### config.mk
export PLATFORM = sky130hd
export DESIGN_NAME = boot_strap_latch
export DESIGN_NICKNAME = d
export VERILOG_FILES = /design/src/design/bsl_pkg.sv /design/src/design/bsl_cfg_if.sv /design/src/design/bsl_decode.sv /design/src/design/boot_strap_latch.sv
export VERILOG_INCLUDE_DIRS = /design/src /design/src/design
export SDC_FILE = /design/constraint.sdc
export NUM_CORES = 1
export LEC_CHECK = 0
export CAP_MARGIN = 40
export CORE_MARGIN = 2
export CORE_UTILIZATION = 40
export CTS_BUF_LIST = sky130_fd_sc_hd__clkbuf_8
export DETAILED_ROUTE_END_ITERATION = 10
export DONT_BUFFER_PORTS = 1
export GPL_TIMING_DRIVEN = 0
export SYNTH_ARGS = -nofsm -noshare
export SYNTH_HDL_FRONTEND = slang
export SYNTH_SLANG_ARGS = --single-unit
### constraint.sdc
create_clock -name SYS_CLK_I -period 1.1 [get_ports SYS_CLK_I]
set_input_delay 0.055 -clock SYS_CLK_I [delete_from_list [all_inputs] [get_ports SYS_CLK_I]]
set_output_delay 0.055 -clock SYS_CLK_I [all_outputs]
set_load 0.005 [all_outputs]
### src/design/bsl_defs.svh
// strap field widths, pinout codes and reset values for the boot strap latch
// Overview of operation
// multiplexed strap pins act as configuration inputs only while device reset is active
// every strap pin level is stored in the configuration latch at reset release
// board keeps multiplexed strap levels valid through release; later changes are ignored
// pci enable strap is a dedicated input, captured at reset release
// board holds the pci enable strap at its level after release too
// capture on low-to-high of the AND of both active-low reset inputs
// boot mode comes from four boot select bits plus the quick start bit
// three multiplier select bits choose the pll factor used in quick start
// pinout select decodes 000 none, 010 async mode 2, 101 nand mode 5
// pinout select changes pin assignment only, never the memory controller
// width strap sets region 2 default width: 0 is 8-bit, 1 is 16-bit
// board sets pinout select to match the width strap
// captured pci enable disables pci pins at 0, enables them at 1
// byte order strap selects big-endian at 0, little-endian at 1
// captured values stay constant between capture events
`ifndef BSL_DEFS_SVH
`define BSL_DEFS_SVH

`define BSL_BOOT_W 4
`define BSL_MULT_W 3
`define BSL_PINOUT_W 3
`define BSL_PINOUT_NONE 3'h0
`define BSL_PINOUT_ASYNC2 3'h2
`define BSL_PINOUT_NAND5 3'h5
`define BSL_CS2_8BIT 1'h0
`define BSL_CS2_16BIT 1'h1
`define BSL_BIG_ENDIAN 1'h0
`define BSL_LITTLE_ENDIAN 1'h1
`define BSL_CFG_RESET 14'h0000

`endif

### src/design/bsl_pkg.sv
// types shared by the boot strap latch modules
package bsl_pkg;
    typedef struct packed {
        logic [3:0] boot_select;
        logic quick_start;
        logic [2:0] start_multiplier_select;
        logic [2:0] ext_bus_pinout_select;
        logic cs2_width;
        logic pci_enable;
        logic byte_order;
    } bsl_cfg_t;

    typedef enum logic [3:0] {
        BSL_PIN_NONE = 4'h1,
        BSL_PIN_ASYNC2 = 4'h2,
        BSL_PIN_NAND5 = 4'h4,
        BSL_PIN_UNDEF = 4'h8
    } bsl_pinout_t;
endpackage : bsl_pkg

### src/design/bsl_cfg_if.sv
// carrier between the latch and its decoder
`timescale 1ns/1ps
`default_nettype none
interface bsl_cfg_if;
    bsl_pkg::bsl_cfg_t cfg;
    bsl_pkg::bsl_pinout_t pinout;
    logic mult_applied;
    modport latch (output cfg, input pinout, input mult_applied);
    modport decode (input cfg, output pinout, output mult_applied);
endinterface : bsl_cfg_if
`default_nettype wire

### src/design/bsl_decode.sv
// decoder of the captured strap configuration
`timescale 1ns/1ps
`default_nettype none
`include "bsl_defs.svh"
module bsl_decode (
    bsl_cfg_if.decode cfg_bus
);
    // ---------------------------------------------
    // pinout decode
    // ---------------------------------------------
    function automatic bsl_pkg::bsl_pinout_t pinout_of(input logic [2:0] sel);
        bsl_pkg::bsl_pinout_t res;
        res = bsl_pkg::BSL_PIN_UNDEF;
        if (sel == `BSL_PINOUT_NONE) begin
            res = bsl_pkg::BSL_PIN_NONE;
        end else if (sel == `BSL_PINOUT_ASYNC2) begin
            res = bsl_pkg::BSL_PIN_ASYNC2;
        end else if (sel == `BSL_PINOUT_NAND5) begin
            res = bsl_pkg::BSL_PIN_NAND5;
        end
        return res;
    endfunction : pinout_of

    // pin assignment only; no controller setting derives from it
    assign cfg_bus.pinout = pinout_of(cfg_bus.cfg.ext_bus_pinout_select);
    // multiplier is only applied in quick start boot
    assign cfg_bus.mult_applied = cfg_bus.cfg.quick_start;
endmodule : bsl_decode
`default_nettype wire

### src/design/boot_strap_latch.sv
// boot strap latch: captures configuration straps at reset release
`timescale 1ns/1ps
`default_nettype none
`include "bsl_defs.svh"
module boot_strap_latch (
    input wire logic SYS_CLK_I,
    input wire logic RST_I,
    input wire logic RESET_N_I,
    input wire logic POR_N_I,
    input wire logic [3:0] BOOT_SELECT_I,
    input wire logic QUICK_START_STRAP_I,
    input wire logic [2:0] START_MULTIPLIER_SELECT_I,
    input wire logic [2:0] EXT_BUS_PINOUT_SELECT_I,
    input wire logic CS2_WIDTH_STRAP_I,
    input wire logic PCI_ENABLE_STRAP_I,
    input wire logic BYTE_ORDER_STRAP_I,
    output logic STRAP_PHASE_O,
    output logic CONFIG_VALID_O,
    output logic [3:0] BOOT_MODE_O,
    output logic QUICK_START_O,
    output logic [2:0] PLL_MULT_SELECT_O,
    output logic PLL_MULT_APPLY_O,
    output logic NO_ASYNC_PORT_O,
    output logic PINOUT_ASYNC2_O,
    output logic PINOUT_NAND5_O,
    output logic PINOUT_UNDEF_O,
    output logic CS2_WIDE_O,
    output logic PCI_PINS_EN_O,
    output logic LITTLE_ENDIAN_O
);
    // ---------------------------------------------
    // release detection
    // ---------------------------------------------
    logic reset_and;
    logic reset_and_prev;
    logic release_edge;
    bsl_pkg::bsl_cfg_t strap_now;
    bsl_pkg::bsl_cfg_t boot_config_latch;
    bsl_pkg::bsl_cfg_t next_boot_config_latch;
    logic config_valid;

    assign reset_and = RESET_N_I & POR_N_I;
    assign release_edge = reset_and & ~reset_and_prev;

    // pci enable arrives on its own dedicated pin
    assign strap_now = '{boot_select: BOOT_SELECT_I,
                         quick_start: QUICK_START_STRAP_I,
                         start_multiplier_select: START_MULTIPLIER_SELECT_I,
                         ext_bus_pinout_select: EXT_BUS_PINOUT_SELECT_I,
                         cs2_width: CS2_WIDTH_STRAP_I,
                         pci_enable: PCI_ENABLE_STRAP_I,
                         byte_order: BYTE_ORDER_STRAP_I};

    // later pin activity never reaches the latch
    assign next_boot_config_latch = release_edge ? strap_now : boot_config_latch;

    always_ff @(posedge SYS_CLK_I or posedge RST_I) begin
        if (RST_I) begin
            reset_and_prev <= 1'b0;
        end else begin
            reset_and_prev <= reset_and;
        end
    end

    // ---------------------------------------------
    // configuration latch
    // ---------------------------------------------
    always_ff @(posedge SYS_CLK_I or posedge RST_I) begin
        if (RST_I) begin
            boot_config_latch <= `BSL_CFG_RESET;
            config_valid <= 1'b0;
        end else begin
            boot_config_latch <= next_boot_config_latch;
            config_valid <= config_valid | release_edge;
        end
    end

    bsl_cfg_if cfg_bus ();
    assign cfg_bus.cfg = boot_config_latch;

    bsl_decode u_decode (
        .cfg_bus(cfg_bus)
    );

    // ---------------------------------------------
    // registered outputs
    // ---------------------------------------------
    always_ff @(posedge SYS_CLK_I or posedge RST_I) begin
        if (RST_I) begin
            STRAP_PHASE_O <= 1'b1;
            CONFIG_VALID_O <= 1'b0;
            BOOT_MODE_O <= 4'h0;
            QUICK_START_O <= 1'b0;
            PLL_MULT_SELECT_O <= 3'h0;
            PLL_MULT_APPLY_O <= 1'b0;
            NO_ASYNC_PORT_O <= 1'b0;
            PINOUT_ASYNC2_O <= 1'b0;
            PINOUT_NAND5_O <= 1'b0;
            PINOUT_UNDEF_O <= 1'b0;
            CS2_WIDE_O <= 1'b0;
            PCI_PINS_EN_O <= 1'b0;
            LITTLE_ENDIAN_O <= 1'b0;
        end else begin
            STRAP_PHASE_O <= ~reset_and;
            CONFIG_VALID_O <= config_valid;
            BOOT_MODE_O <= boot_config_latch.boot_select;
            QUICK_START_O <= boot_config_latch.quick_start;
            PLL_MULT_SELECT_O <= boot_config_latch.start_multiplier_select;
            PLL_MULT_APPLY_O <= cfg_bus.mult_applied;
            NO_ASYNC_PORT_O <= cfg_bus.pinout == bsl_pkg::BSL_PIN_NONE;
            PINOUT_ASYNC2_O <= cfg_bus.pinout == bsl_pkg::BSL_PIN_ASYNC2;
            PINOUT_NAND5_O <= cfg_bus.pinout == bsl_pkg::BSL_PIN_NAND5;
            PINOUT_UNDEF_O <= cfg_bus.pinout == bsl_pkg::BSL_PIN_UNDEF;
            CS2_WIDE_O <= boot_config_latch.cs2_width == `BSL_CS2_16BIT;
            PCI_PINS_EN_O <= boot_config_latch.pci_enable;
            LITTLE_ENDIAN_O <= boot_config_latch.byte_order == `BSL_LITTLE_ENDIAN;
        end
    end

    // ---------------------------------------------
    // checks
    // ---------------------------------------------
    property p_capture;
        @(posedge SYS_CLK_I) disable iff (RST_I)
        release_edge |=> boot_config_latch == $past(strap_now);
    endproperty
    a_capture: assert property (p_capture) else $error("strap capture wrong");

    property p_hold;
        @(posedge SYS_CLK_I) disable iff (RST_I)
        !release_edge |=> $stable(boot_config_latch);
    endproperty
    a_hold: assert property (p_hold) else $error("latch changed without release");

    property p_edge;
        @(posedge SYS_CLK_I) disable iff (RST_I)
        $rose(RESET_N_I & POR_N_I) |-> release_edge;
    endproperty
    a_edge: assert property (p_edge) else $error("release edge missed");

    property p_phase;
        @(posedge SYS_CLK_I) disable iff (RST_I)
        1'b1 |=> STRAP_PHASE_O == !$past(RESET_N_I & POR_N_I);
    endproperty
    a_phase: assert property (p_phase) else $error("strap phase wrong");

    property p_boot;
        @(posedge SYS_CLK_I) disable iff (RST_I)
        release_edge |=> ##1 BOOT_MODE_O == $past(BOOT_SELECT_I, 2)
            && QUICK_START_O == $past(QUICK_START_STRAP_I, 2);
    endproperty
    a_boot: assert property (p_boot) else $error("boot mode wrong");

    property p_mult;
        @(posedge SYS_CLK_I) disable iff (RST_I)
        release_edge |=> ##1 PLL_MULT_APPLY_O == $past(QUICK_START_STRAP_I, 2)
            && PLL_MULT_SELECT_O == $past(START_MULTIPLIER_SELECT_I, 2);
    endproperty
    a_mult: assert property (p_mult) else $error("multiplier select wrong");

    property p_pinout;
        @(posedge SYS_CLK_I) disable iff (RST_I)
        release_edge |=> ##1
            NO_ASYNC_PORT_O == ($past(EXT_BUS_PINOUT_SELECT_I, 2) == 3'h0)
            && PINOUT_ASYNC2_O == ($past(EXT_BUS_PINOUT_SELECT_I, 2) == 3'h2)
            && PINOUT_NAND5_O == ($past(EXT_BUS_PINOUT_SELECT_I, 2) == 3'h5);
    endproperty
    a_pinout: assert property (p_pinout) else $error("pinout decode wrong");

    property p_cs2;
        @(posedge SYS_CLK_I) disable iff (RST_I)
        release_edge |=> ##1 CS2_WIDE_O == $past(CS2_WIDTH_STRAP_I, 2);
    endproperty
    a_cs2: assert property (p_cs2) else $error("region 2 width wrong");

    property p_pci;
        @(posedge SYS_CLK_I) disable iff (RST_I)
        release_edge |=> ##1 PCI_PINS_EN_O == $past(PCI_ENABLE_STRAP_I, 2);
    endproperty
    a_pci: assert property (p_pci) else $error("pci enable wrong");

    property p_endian;
        @(posedge SYS_CLK_I) disable iff (RST_I)
        release_edge |=> ##1 LITTLE_ENDIAN_O == $past(BYTE_ORDER_STRAP_I, 2);
    endproperty
    a_endian: assert property (p_endian) else $error("byte order wrong");

    property p_undef;
        @(posedge SYS_CLK_I) disable iff (RST_I)
        release_edge |=> ##1 PINOUT_UNDEF_O ==
            !($past(EXT_BUS_PINOUT_SELECT_I, 2) inside {3'h0, 3'h2, 3'h5});
    endproperty
    a_undef: assert property (p_undef) else $error("undefined pinout flag wrong");

    property p_onehot;
        @(posedge SYS_CLK_I) disable iff (RST_I)
        CONFIG_VALID_O |-> $onehot({NO_ASYNC_PORT_O, PINOUT_ASYNC2_O, PINOUT_NAND5_O,
            PINOUT_UNDEF_O});
    endproperty
    a_onehot: assert property (p_onehot) else $error("pinout flags not exclusive");

    property p_pci_pin;
        @(posedge SYS_CLK_I) disable iff (RST_I)
        release_edge |=> boot_config_latch.pci_enable == $past(PCI_ENABLE_STRAP_I);
    endproperty
    a_pci_pin: assert property (p_pci_pin) else $error("pci strap capture wrong");

    property p_valid_set;
        @(posedge SYS_CLK_I) disable iff (RST_I)
        release_edge |=> ##1 CONFIG_VALID_O;
    endproperty
    a_valid_set: assert property (p_valid_set) else $error("valid flag not set");

    property p_valid_hold;
        @(posedge SYS_CLK_I) disable iff (RST_I)
        CONFIG_VALID_O |=> CONFIG_VALID_O;
    endproperty
    a_valid_hold: assert property (p_valid_hold) else $error("valid flag dropped");

    property p_out_hold;
        @(posedge SYS_CLK_I) disable iff (RST_I)
        CONFIG_VALID_O && !release_edge |=> ##1 $stable(BOOT_MODE_O)
            && $stable(PLL_MULT_SELECT_O) && $stable(CS2_WIDE_O)
            && $stable(PCI_PINS_EN_O) && $stable(LITTLE_ENDIAN_O);
    endproperty
    a_out_hold: assert property (p_out_hold) else $error("outputs moved without release");
endmodule : boot_strap_latch
`default_nettype wire

==> summary.txt <==
Critical path
  • CP Data Arrival Time: 1.25 ns
  • Crit-path max cell delay: 0.36 ns
  • R2R Setup Slk: 0.006 ns
  • Critical path class: flip-flop to flip-flop
  • CP max stage cell: dfrtp_1
  • Crit Path Max Fanout: 10
  • Worst Path Buf+Inv: 1
  • CP Data Required Time: 1.26 ns
  • Origin of the critical flop-to-flop path: reset_and_prev$_DFF_PP0_
  • WP depth: 3
  • Worst r2r path cells: 3
  • CP delay by family, top: flip-flops
  • Launch point of the worst path: reset_and_prev$_DFF_PP0_
  • Critical path cell sequence: nand3b_4 > buf_12 > mux2_4
  • Critical Path End Type: flip-flop
  • Startpoint types: flip-flop

CTS
  • CTS tree: done
  • Total CTS buffers: 5
  • CTS root buf: clkbuf_8
  • Worst-skew pair later-pin latency: 0.27 ns
  • H-tree depth: 2
  • Clk pin slew, worst setup/hold paths: 0.06 ns
  • Max clock buf depth: 2
  • Sink Count: 33

Die
  • Core area: 0.00269 sq mm
  • Die ar.: 0.00320 sq mm
  • Num rows: 19
  • DIE WIDTH: 56.6 um
  • Chip height: 56.6 um
  • Initial Utilization: 41.1%
  • Ports: 36

Logic synthesis
  • Synth area leaders: dfrtp_1 72%, mux2_4 12%, mux2_2 5.1%
  • Sequential share of the synthesized area: 74.9%
  • Area leader, netlist: dfrtp_1
  • Synth cell count leaders: 32 x dfrtp_1, 9 x mux2_4, 5 x mux2_2
  • Mapped Cells: 59
  • Post-synth net total: 77
  • Yosys synthesis warning count: 0
  • Most used DFF post-synth: dfrtp_1
  • Mapped cell area: 0.00110 sq mm
  • Top-area cell type share of the netlist area: 72.5%
  • Flops & latches, synth: 33
  • Number of flops mapped to enable cells by yosys: 0
  • Async set or reset register ratio after synthesis: 100%
  • Top-count cell post-synth: dfrtp_1
  • Syn_area_per_cell: 18.7 sq um
  • Synth unique cells: 13

Timing
  • Worst slew pin tran: 0.612 ns
  • Setup TNS: 0 ns
  • Final Hold Vio Count: 0
  • Post-route clock period utilization: 99.5%
  • Layout Skew: 0.00541 ns
  • F_max: 0.914 GHz
  • Crit path time final: 1.09 ns
  • Slew margin rel.: 59.2%
  • Max-slew violation count: 0
  • Endpoints failing setup: 0
  • Hold_ws: 0.0905 ns
  • Setup ws final: 0.00570 ns
  • RSZ-0062 raised after global routing: yes

Pwr
  • Comb power frac: 10.0%
  • Internal power: 0.00216 W
  • Power per cell area: 1880 mW/mm^2
  • Total Power: 0.00275 W
  • Max IR drop VDD: 1070 uV
  • Seq pwr share: 55.3%
  • Switch Pwr: 0.000585 W
  • Clk network pwr share: 34.8%
  • Sw Ratio: 21.3%
  • P_leak: 0.688 nW

Global routing
  • GRT met2 Usage: 19.6%
  • GRT Overall Usage: 12.4%
  • M3 GR Usage: 6.22%
  • Gr busiest metal: met2
  • Met1 Track Usage GR: 13.3%
  • Vias in the first global route: 556
  • Antenna violations before repair: 0
  • GRT overflow: 0
  • First-pass GRT wire length: 2730 um
  • Largest net degree at the start of global routing: 20

Routing
  • Wire per inst: 13.9 um
  • DR DRC count: 0
  • Iteration-0 DRC count of the detailed router: 15
  • Routed via count: 532
  • Antenna Nets Post-Route: 0
  • Via/cell ratio: 4.55
  • DRT Pass-1 Iters: 2
  • Total routed wirelength: 1630 um

Final layout
  • Diodes inserted: 0
  • Largest regs: boot_config_latch x14, BOOT_MODE_O x4, PLL_MULT_SELECT_O x3
  • Nets@finish: 103
  • Area growth syn-to-layout: 32.0%
  • Util after Layout: 54.3%
  • Max FFs per register: 14
  • Top reg by flops: boot_config_latch
  • Layout cells sized above 1: 32.6%

Place
  • I/O Buffers: 0
  • DP HPWL: 1050 um
  • GPL Wtd Cong: 0.627
  • Placement Setup Slack: -0.0570 ns

Job
  • # Max-Cap Violations: 0

Worst hold path
  • Worst min-delay path category: input port to flip-flop
  • Hold depth: 3
  • Hold_sp: POR_N_I

Outcome
  • Outcome: completed
-- repair_timing --
action	CTS	global route
buffers inserted	1	0
endpoints found under the hold margin	29	0
resized for setup	2	0
endpoints found under the setup margin	9	12
hold buffers	17	0
-- final timing paths --
check	end
min in group asynchronous	boot_config_latch[10]$_DFFE_PP0P_
hold reg to reg	LITTLE_ENDIAN_O$_DFF_PP0_
max in group asynchronous	boot_config_latch[4]$_DFFE_PP0P_
setup reg to reg	boot_config_latch[11]$_DFFE_PP0P_
setup / recovery	boot_config_latch[11]$_DFFE_PP0P_
hold / removal	config_valid$_DFF_PP0_
-- worst min-delay path, cell delays in order --
cell      delay (ns)
nand3b_4        0.07
buf_12          0.14
nand2b_1        0.06
-- power groups by stage --
stage | Sequential [W] | Clock (W) | Combinational (W)
after detailed placement | 0.00155 | 0 | 0.000221
after global placement | 0.00153 | 0 | 0.000202
final | 0.00152 | 0.000956 | 0.000274
after CTS | 0.00152 | 0.000983 | 0.000276
after global routing | 0.00155 | 0.00104 | 0.000299
after floorplan | 0.00151 | 0 | 0.000188
-- cells by family after synthesis --
logic type / share of synthesized area, %
flops: 74.9
buf+inv: 2.38
mux: 17.3
simple gates: 5.44
-- final cells by class --
type / count / area (sq um)
fillers: 224 / 1230
flip-flops and latches: 33 / 827
multi-input cells: 22 / 251
repair buffers: 19 / 205
clock buffers: 7 / 96.3
well taps: 31 / 38.8
plain buffers: 2 / 27.5
inverters: 2 / 7.51
clock inverters: 1 / 5.00
-- per-stage QoR --
step,cell area [sq um],std cells
3_3_place_gp,1140,90
2_1_floorplan,1100,59
4_1_cts,1460,117
5_1_grt,1460,117
3_5_place_dp,1170,91
6_report,1460,117
-- placed cells by master (no fill, tap or decap) --
| cell | n |
|---|---|
| buf_12 | 1 |
| inv_1 | 2 |
| dfstp_2 | 1 |
| dfrtp_1 | 32 |
| mux2_4 | 9 |
| clkbuf_8 | 7 |
| dlygate4sd3_1 | 17 |
| and2_1 | 2 |
| nor3_1 | 1 |
| clkinv_2 | 1 |
| nand2b_1 | 1 |
| and3b_1 | 1 |
| nor2_1 | 2 |
| buf_4 | 2 |
| mux2_2 | 5 |
| nand3b_4 | 1 |
| buf_16 | 1 |
-- routing by layer --
metal  share of wire (%)  vias to the layer above
li1                    -                      245
met1                  39                      267
met2                  55                       18
met3                 4.4                        2
met4                 1.8                        0
met5                   0                        -
No activity file was read; power rests on OpenSTA's default activity.
